$ cat config.mk
export PLATFORM = sky130hd
export DESIGN_NAME = fwsr_ctrl
export DESIGN_NICKNAME = d
export VERILOG_FILES = /design/src/fwsr_pkg.sv /design/src/fwsr_ctrl.sv
export SDC_FILE = /design/constraint.sdc
export NUM_CORES = 1
export LEC_CHECK = 0
export BUFFER_PORTS_ARGS = -buffer_cell sky130_fd_sc_hd__buf_2
export CAP_MARGIN = 20
export CORE_ASPECT_RATIO = 0.6
export CORE_MARGIN = 2
export CORE_UTILIZATION = 48
export CTS_BUF_LIST = sky130_fd_sc_hd__clkbuf_16
export CTS_CLUSTER_SIZE = 8
export DETAILED_ROUTE_END_ITERATION = 7
export GPL_ROUTABILITY_DRIVEN = 0
export MAX_ROUTING_LAYER = met4
export PLACE_DENSITY = 0.77
export SYNTH_ARGS = -nofsm -noshare
export SYNTH_HDL_FRONTEND = slang
export SYNTH_SLANG_ARGS = --single-unit
$ cat constraint.sdc
create_clock -name CLK -period 1.9 [get_ports CLK]
set_input_delay 0.285 -clock CLK [delete_from_list [all_inputs] [get_ports CLK]]
set_output_delay 0.285 -clock CLK [all_outputs]
set_load 0.03 [all_outputs]
$ cat src/fwsr_pkg.sv
package fwsr_pkg;
    // ---------------------------------------------------------------
    // register map of the controller (apb, word aligned)
    // ---------------------------------------------------------------
    localparam logic [11:0] REG_CTRL = 12'h000;
    localparam logic [11:0] REG_ADDR = 12'h004;
    localparam logic [11:0] REG_DATA = 12'h008;
    localparam logic [11:0] REG_STAT = 12'h00C;
    localparam logic [11:0] REG_RDAT = 12'h010;
    // ctrl fields
    localparam int CTRL_START = 0;
    localparam int CTRL_MODE = 1;
    localparam int CTRL_ABORT = 2;
    // stat fields
    localparam int STAT_BUSY = 0;
    localparam int STAT_DONE = 1;
    localparam int STAT_FAIL = 2;
    localparam int STAT_RB = 3;
    localparam int STAT_SECT = 4;
    // device status bit positions
    localparam int POLL_BIT = 7;
    localparam int TOGGLE_BIT = 6;
    localparam int TIMEOUT_BIT = 5;
    localparam int SECTOR_TOGGLE_BIT = 2;
    // reset command data
    localparam logic [7:0] CMD_RESET = 8'hF0;
    // flash bus timing, 200 MHz
    localparam int CLK_PERIOD_NS = 5;
    localparam int T_ACC_NS = 70;
    localparam int T_WP_NS = 35;
    localparam int ACC_CYC = (T_ACC_NS + CLK_PERIOD_NS - 1) / CLK_PERIOD_NS;
    localparam int WP_CYC = (T_WP_NS + CLK_PERIOD_NS - 1) / CLK_PERIOD_NS;
    localparam logic [7:0] ACC_CNT = 8'(ACC_CYC);
    localparam logic [7:0] WP_CNT = 8'(WP_CYC);
endpackage

$ cat src/fwsr_ctrl.sv
// The implementer's own choices: the register addresses and the APB register port.
`timescale 1ns/1ps
// Behaviour
// - poll reads use the programmed address
// - erase poll reads use an address inside an erased sector
// - after poll success, one extra read gets all eight valid bits
// - read status twice, compare toggle; unchanged means done
// - toggling with timeout high: recheck, then fail and send reset
// - leaving monitoring restarts the toggle check from the top
// - after timeout seen in polling, read poll bit once more
// - reset command F0 returns bank to read after timeout
// - status reads address the busy bank
module fwsr_ctrl (
    // clock and reset
    input wire logic CLK,
    input wire logic RESET_N,
    input wire logic CLK_EN,
    // apb slave
    input wire logic PSEL,
    input wire logic PENABLE,
    input wire logic PWRITE,
    input wire logic [11:0] PADDR,
    input wire logic [31:0] PWDATA,
    output logic [31:0] PRDATA,
    output logic PREADY,
    output logic PSLVERR,
    // flash bus
    output logic [21:0] F_ADDR,
    output logic [7:0] F_DQ_O,
    output logic F_DQ_OE_N,
    input wire logic [7:0] F_DQ_I,
    output logic F_CE_N,
    output logic F_OE_N,
    output logic F_WE_N,
    input wire logic F_RB_N
);
    typedef enum {ST_IDLE, ST_RD_LOW, ST_RD_END, ST_EVAL, ST_WR_LOW, ST_WR_END} fwsr_st_e;

    typedef struct packed {
        fwsr_st_e st;
        logic [31:0] prdata;
        logic pready;
        logic pslverr;
        logic [21:0] addr;
        logic [7:0] data;
        logic mode;
        logic busy;
        logic done;
        logic fail;
        logic have_first;
        logic to_seen;
        logic final_rd;
        logic [7:0] prev;
        logic [7:0] rdat;
        logic [7:0] cnt;
        logic [7:0] dq_o;
        logic dq_oe_n;
        logic ce_n;
        logic oe_n;
        logic we_n;
        logic [2:0] rb_sync;
        logic rb;
        logic sect;
    } fwsr_state_s;

    fwsr_state_s s_q;
    fwsr_state_s s_d;

    function automatic logic toggled(input logic [7:0] a, input logic [7:0] b);
        toggled = a[fwsr_pkg::TOGGLE_BIT] ^ b[fwsr_pkg::TOGGLE_BIT];
    endfunction

    // ---------------------------------------------------------------
    // next state
    // ---------------------------------------------------------------
    always_comb begin
        s_d = s_q;
        s_d.pready = 1'b0;
        s_d.pslverr = 1'b0;
        // three-stage sampling; a change counts once stages two and three agree
        s_d.rb_sync = {s_q.rb_sync[1:0], F_RB_N};
        if (s_q.rb_sync[2] == s_q.rb_sync[1]) begin
            s_d.rb = s_q.rb_sync[2];
        end
        // apb slave, answers one cycle after the access phase starts
        if (PSEL && PENABLE && !s_q.pready) begin
            s_d.pready = 1'b1;
            s_d.prdata = 32'h0000_0000;
            if (PWRITE) begin
                case (PADDR)
                    fwsr_pkg::REG_CTRL: begin
                        s_d.mode = PWDATA[fwsr_pkg::CTRL_MODE];
                        if (PWDATA[fwsr_pkg::CTRL_ABORT] && s_q.busy) begin
                            // monitoring given up; a new start restarts from the top
                            s_d.busy = 1'b0;
                        end else if (PWDATA[fwsr_pkg::CTRL_START] && !s_q.busy) begin
                            s_d.busy = 1'b1;
                            s_d.done = 1'b0;
                            s_d.fail = 1'b0;
                            s_d.have_first = 1'b0;
                            s_d.to_seen = 1'b0;
                            s_d.final_rd = 1'b0;
                            s_d.sect = 1'b0;
                        end
                    end
                    fwsr_pkg::REG_ADDR: s_d.addr = PWDATA[21:0];
                    fwsr_pkg::REG_DATA: s_d.data = PWDATA[7:0];
                    fwsr_pkg::REG_STAT, fwsr_pkg::REG_RDAT: ;
                    default: s_d.pslverr = 1'b1;
                endcase
            end else begin
                case (PADDR)
                    fwsr_pkg::REG_CTRL: s_d.prdata = {30'h0, s_q.mode, 1'b0};
                    fwsr_pkg::REG_ADDR: s_d.prdata = {10'h000, s_q.addr};
                    fwsr_pkg::REG_DATA: s_d.prdata = {24'h000000, s_q.data};
                    fwsr_pkg::REG_STAT: s_d.prdata = {27'h0, s_q.sect, s_q.rb, s_q.fail,
                        s_q.done, s_q.busy};
                    fwsr_pkg::REG_RDAT: s_d.prdata = {24'h000000, s_q.rdat};
                    default: s_d.pslverr = 1'b1;
                endcase
            end
        end
        // flash sequencer
        case (s_q.st)
            ST_IDLE: begin
                s_d.ce_n = 1'b1;
                s_d.oe_n = 1'b1;
                s_d.we_n = 1'b1;
                s_d.dq_oe_n = 1'b1;
                if (s_q.busy) begin
                    // first read only after start, so after the final write strobe
                    s_d.st = ST_RD_LOW;
                    s_d.ce_n = 1'b0;
                    s_d.oe_n = 1'b0;
                    s_d.cnt = fwsr_pkg::ACC_CNT;
                end
            end
            ST_RD_LOW: begin
                if (s_q.cnt > 8'h01) begin
                    s_d.cnt = s_q.cnt - 8'h01;
                end else begin
                    s_d.rdat = F_DQ_I;
                    s_d.ce_n = 1'b1;
                    s_d.oe_n = 1'b1; // each separate read cycle flips the toggle bits
                    s_d.st = ST_RD_END;
                end
            end
            ST_RD_END: s_d.st = ST_EVAL;
            ST_EVAL: begin
                s_d.st = ST_IDLE;
                if (!s_q.busy) begin
                    // monitoring was given up during this read, so its result is dropped
                    s_d.st = ST_IDLE;
                end else if (s_q.final_rd) begin
                    // poll bit may flip before the low bits settle
                    s_d.busy = 1'b0;
                    s_d.done = 1'b1;
                end else if (!s_q.mode) begin
                    // poll bit: inverse while programming, 0 while erasing
                    if (s_q.rdat[fwsr_pkg::POLL_BIT] == s_q.data[fwsr_pkg::POLL_BIT]) begin
                        s_d.final_rd = 1'b1;
                    end else if (s_q.to_seen) begin
                        s_d.st = ST_WR_LOW;
                    end else if (s_q.rdat[fwsr_pkg::TIMEOUT_BIT]) begin
                        s_d.to_seen = 1'b1;
                    end
                end else begin
                    s_d.sect = s_q.have_first &&
                        (s_q.rdat[fwsr_pkg::SECTOR_TOGGLE_BIT] ^
                         s_q.prev[fwsr_pkg::SECTOR_TOGGLE_BIT]);
                    s_d.prev = s_q.rdat;
                    s_d.have_first = 1'b1;
                    if (s_q.have_first) begin
                        if (!toggled(s_q.rdat, s_q.prev)) begin
                            s_d.final_rd = 1'b1;
                        end else if (s_q.to_seen) begin
                            s_d.st = ST_WR_LOW;
                        end else if (s_q.rdat[fwsr_pkg::TIMEOUT_BIT]) begin
                            s_d.to_seen = 1'b1;
                        end
                    end
                end
                if (s_d.st == ST_WR_LOW) begin
                    s_d.ce_n = 1'b0;
                    s_d.we_n = 1'b0;
                    s_d.dq_oe_n = 1'b0;
                    s_d.dq_o = fwsr_pkg::CMD_RESET;
                    s_d.cnt = fwsr_pkg::WP_CNT;
                end
            end
            ST_WR_LOW: begin
                if (s_q.cnt > 8'h01) begin
                    s_d.cnt = s_q.cnt - 8'h01;
                end else begin
                    s_d.we_n = 1'b1;
                    s_d.st = ST_WR_END;
                end
            end
            ST_WR_END: begin
                s_d.ce_n = 1'b1;
                s_d.dq_oe_n = 1'b1;
                s_d.busy = 1'b0;
                s_d.fail = 1'b1;
                s_d.st = ST_IDLE;
            end
            default: s_d.st = ST_IDLE;
        endcase
    end

    // ---------------------------------------------------------------
    // state register
    // ---------------------------------------------------------------
    always_ff @(posedge CLK or negedge RESET_N) begin
        if (!RESET_N) begin
            s_q <= '0;
            s_q.st <= ST_IDLE;
            s_q.dq_oe_n <= 1'b1;
            s_q.ce_n <= 1'b1;
            s_q.oe_n <= 1'b1;
            s_q.we_n <= 1'b1;
            s_q.rb_sync <= 3'h7;
            s_q.rb <= 1'b1;
        end else if (CLK_EN) begin
            s_q <= s_d;
        end
    end

    // ---------------------------------------------------------------
    // outputs, each straight from the state register
    // ---------------------------------------------------------------
    assign PRDATA = s_q.prdata;
    assign PREADY = s_q.pready;
    assign PSLVERR = s_q.pslverr;
    assign F_ADDR = s_q.addr;
    assign F_DQ_O = s_q.dq_o;
    assign F_DQ_OE_N = s_q.dq_oe_n;
    assign F_CE_N = s_q.ce_n;
    assign F_OE_N = s_q.oe_n;
    assign F_WE_N = s_q.we_n;

    // ---------------------------------------------------------------
    // checks
    // ---------------------------------------------------------------
    AST_RESET_AFTER_FAIL: assert property (@(posedge CLK) disable iff (!RESET_N)
        (CLK_EN && s_q.st == ST_WR_END) |=> s_q.fail && !s_q.busy)
        else $error("fail not flagged after reset command");
    AST_RESET_DATA: assert property (@(posedge CLK) disable iff (!RESET_N)
        !F_WE_N |-> F_DQ_O == fwsr_pkg::CMD_RESET && !F_DQ_OE_N)
        else $error("write strobe without reset data");
    AST_NO_WRITE_READ: assert property (@(posedge CLK) disable iff (!RESET_N)
        !(F_WE_N == 1'b0 && F_OE_N == 1'b0))
        else $error("read and write strobes overlap");
    AST_DONE_NEEDS_EXTRA: assert property (@(posedge CLK) disable iff (!RESET_N)
        (CLK_EN && s_q.st == ST_EVAL && !s_q.final_rd && !s_q.fail) |=> !s_q.done)
        else $error("done without extra read");
    AST_READ_PULSE: assert property (@(posedge CLK) disable iff (!RESET_N)
        $fell(F_OE_N) && CLK_EN |-> !F_OE_N [*2])
        else $error("read strobe too short");
    AST_TOGGLE_TWO_READS: assert property (@(posedge CLK) disable iff (!RESET_N)
        (CLK_EN && s_q.st == ST_EVAL && s_q.mode && !s_q.have_first && !s_q.final_rd)
        |=> !s_q.final_rd)
        else $error("toggle judged on one read");
    AST_POLL_TIMEOUT_RECHECK: assert property (@(posedge CLK) disable iff (!RESET_N)
        (CLK_EN && s_q.st == ST_EVAL && !s_q.mode && !s_q.to_seen && !s_q.final_rd)
        |=> s_q.st != ST_WR_LOW)
        else $error("reset sent without poll recheck");
    AST_ADDR_STABLE: assert property (@(posedge CLK) disable iff (!RESET_N)
        (!F_OE_N && $past(!F_OE_N)) |-> $stable(F_ADDR))
        else $error("address moved during read");
    // a failure is only ever reported by the end of the reset command write
    AST_FAIL_FROM_WRITE: assert property (@(posedge CLK) disable iff (!RESET_N)
        $rose(s_q.fail) |-> $past(s_q.st) == ST_WR_END)
        else $error("fail raised outside the reset command");
    // toggle mode never gives up before a timeout was seen on an earlier read
    AST_TOGGLE_TIMEOUT_RECHECK: assert property (@(posedge CLK) disable iff (!RESET_N)
        (CLK_EN && s_q.st == ST_EVAL && s_q.mode && !s_q.to_seen) |=> s_q.st != ST_WR_LOW)
        else $error("reset sent without toggle recheck");
    AST_DONE_AFTER_FINAL: assert property (@(posedge CLK) disable iff (!RESET_N)
        $rose(s_q.done) |-> $past(s_q.final_rd))
        else $error("done raised without the extra read");
    // a restart must not inherit the pair or sector result of the previous run
    AST_START_CLEARS_SECT: assert property (@(posedge CLK) disable iff (!RESET_N)
        $rose(s_q.busy) |-> !s_q.sect && !s_q.have_first)
        else $error("stale result after start");
    AST_WRITE_PULSE: assert property (@(posedge CLK) disable iff (!RESET_N)
        $fell(F_WE_N) |-> !F_WE_N [*7])
        else $error("reset command strobe too short");
    AST_STROBE_UNDER_SELECT: assert property (@(posedge CLK) disable iff (!RESET_N)
        (!F_OE_N || !F_WE_N) |-> !F_CE_N)
        else $error("strobe without chip select");
endmodule

==> run metrics <==
Layout Cells excl Fill 648; Final Critical Period 2070 ps; Power Dens Cells roughly 860 nW/um^2; worst reg-to-reg path cell count 6; multi-input logic area 2100 um^2; most common cell after layout, fill and taps aside buf_2; FF-to-FF Start PREADY; Worst Path Arrival 2350 ps; cell depth of the worst setup path 8; Initial Util 50.3%; VDD IR-drop max 0.481 mV; Crit. End Element register; top area cells in the synthesized netlist dfrtp_1, mux2_2, buf_4; MaxCap Viol Count 0; Worst Setup EP PRDATA[4]; Die ar. 10600 um^2; Initial DRT Pass Iterations 5; final setup margin -168 ps; Peak Freq between 0.4 and 0.5 GHz; Post-synth EDFFs 0; RSZ-0062 raised after global routing true; Hold WC Path Type primary input to register; GR met3 Demand/Resource between 5 and 6%; cell leakage power approximately 2.9 nW; Iteration-0 DRC Markers 315; row count 27; number of global-route vias before repair approximately 3500; Startpoint Class primary input; Slew headroom 59.4%; Via density 5.53; CP Class primary input to register; endpoints failing setup ~50; num ports between 100 and 150; post-synth top area share about 45%; Seq/Total Area, Yosys between 40% and 50%; worst r2r dst s_q[55]; Die Ht 80.6 um; width of the die approximately 130 um; Reg area around 2300 um^2; Synth-to-Final Area Change 23.7%; initial antenna violation count 1; GR Util met1 around a third; Final #Nets roughly 570; cell count after placement 620; Fin Clk Skew between 8 and 9 ps; DP HPWL 8190 um; H-tree Lvls 3; Synth area leader dfrtp_1; Setup crit start PADDR[8]; kind of cell adding the most delay to the critical path simple AND/OR/NAND/NOR gates; Root Driver clkbuf_16; first-pass GRT wire length between 15000 and 20000 um; Yosys warnings 0; GRT overflow 0; clock sinks 92; post-synth cell types 59; TritonCTS clock tree yes; worst stage delay on the critical path ~530 ps; fin util 62.3%; clk_lat worst skew 340 ps; run status finished, violations left; final setup TNS -5370 ps; Clock transition at path regs 70 ps; ratio of cells with drive above 1 in the final layout 47.6%; Post-DRT Antenna Nets 0; core area between 9000 and 10000 um^2; total clock buffers created by CTS 9; count of port buffers added during placement slightly above 100; global routing's busiest layer met2; Avg WL per Cell 18.0 um; pin count of the biggest net entering global routing 34; top_reg_cell synth dfrtp_1; mapped cell area roughly 4700 um^2; M2 GR Usage approximately a third; flops & latches, synth between 90 and 100; Max clock buf depth 2; final worst-path cycle share 109%; Fillers a little over 700; remaining routing DRC violations 0; Final Max Tran Viols 0; cell mode on critical path buf_4; Worst Max-Slew Pin Slew a little over 600 ps; synthesized instance count 421; Critical Path RT between 2000 and 2500 ps; synthesized area per cell ~11 um^2; Overall Global Routing Usage between 20% and 30%; failing checks setup timing; reg2reg setup slack 0 ps; Tot Pwr about 5.0 mW; worst hold slack approximately 170 ps; Final Hold Vio Count 0; CP bufs+invs 3; critical path peak fanout 6; critical-path cell list buf_6 > or4_4 > nor4_4 > buf_4 > or3b_4 > buf_4 > a21oi_4 > a22o_1; most frequent cells in the layout buf_2, dfrtp_1, mux2_4, buf_4, nand2_1; DR vias 3585; CP max-delay cell or4_4; Post-synth ARST share 100%; final WL around 12000 um
[per-stage QoR]
step           cell area [um^2]  setup slack [ps]
2_1_floorplan              4760              -299
3_3_place_gp               5160              -454
3_5_place_dp               5160              -524
4_1_cts                    5670              -149
5_1_grt                    5810              -211
6_report                   5810              -168
[how the worst min path moves through the flow]
stage	start	end	slack, ps	depth (start not counted)
floorplan	RESET_N	F_ADDR[0]	-10	0
global placement	RESET_N	s_q[31]	240	1
detailed placement	RESET_N	s_q[31]	240	1
CTS	PWDATA[17]	F_ADDR[17]	160	2
global route	PWDATA[17]	F_ADDR[17]	170	2
finish	F_RB_N	s_d[3]	170	2
[area by class of cell]
class	instances	area share, %
sequential	92	39.9
multi-input combinational	255	36.1
timing repair buffer	144	15.8
clock buffer	9	3.88
tap	130	2.80
clock inverter	7	0.905
inverter	10	0.646
antenna	1	0.0431
[flip-flops by register name, indices dropped and copies added, names as in the netlist]
register,cells
F_DQ_OE_N,1
s_d,2
F_ADDR,22
PRDATA,22
F_OE_N,1
s_q,39
F_WE_N,1
PSLVERR,1
F_CE_N,1
F_DQ_O,1
PREADY,1
[worst register-to-register path, cell delays in order (launching register included)]
cell and delay, ps:
dfrtp_1 380, and3b_1 240, nand2_1 120, nand4bb_4 280
nor3b_4 270, buf_6 180, mux2_4 310
[cells in the mapped netlist, types with 2 or more instances]
master    instances
inv_1             9
a22o_2           10
buf_4            64
or2_2             2
clkbuf_1          9
o211ai_1          2
ha_1              2
o22ai_1           5
a22oi_1           7
buf_6             2
xor2_1            2
a22o_1            8
or3_1             2
nand2b_1          7
mux2i_1           6
xnor2_1           2
o41ai_1           3
o22a_1            3
nor3_1            4
o21ai_0          20
nand2_1          26
nand4_1           2
dfstp_2           8
nor2_1           21
o21a_1            3
o31ai_1           7
nand3_1           5
nor2b_1           6
a31oi_1           3
mux2_2           44
nand4b_1          3
a21oi_1          13
and3b_1           2
dfrtp_1          84
[logic make-up (layout without fill, tap and decap cells)]
group                      after synthesis  count (layout)  synth area share [%]
AOI/OAI and AO/OA                       94              94                  14.3
xor gates and xnor gates                 4               4                 0.747
adders and majority gates                2               2                 0.533
buffers and inverters                   87             170                  12.4
DFF                                     92              92                  49.3
muxes                                   50              50                  11.8
other                                    1              15                0.0799
and+or+nand+nor                         91              91                  10.9
[power breakdown]
group          internal, mW  leakage [nW]  switching, mW
clock network         0.890         0.129          0.766
registers              2.10          1.23          0.157
logic                 0.447          1.53          0.611
[timing repair]
action                     in CTS  in global routing
pin swaps                       3                  6
setup buffers                   4                  6
gates resized for setup        43                 23
setup endpoints to repair      53                 70
hold buffers                    1                  0
gates cloned                    1                  0
hold endpoints to repair       27                  0
[routing by layer]
| metal | up-vias | share of wire (%) |
|---|---|---|
| li1 | 1611 | - |
| met2 | 180 | 45 |
| met5 | - | 0 |
| met3 | 13 | 7.8 |
| met1 | 1781 | 46 |
| met4 | 0 | 1.0 |
Note: power is estimated with default switching activity, not from simulation.
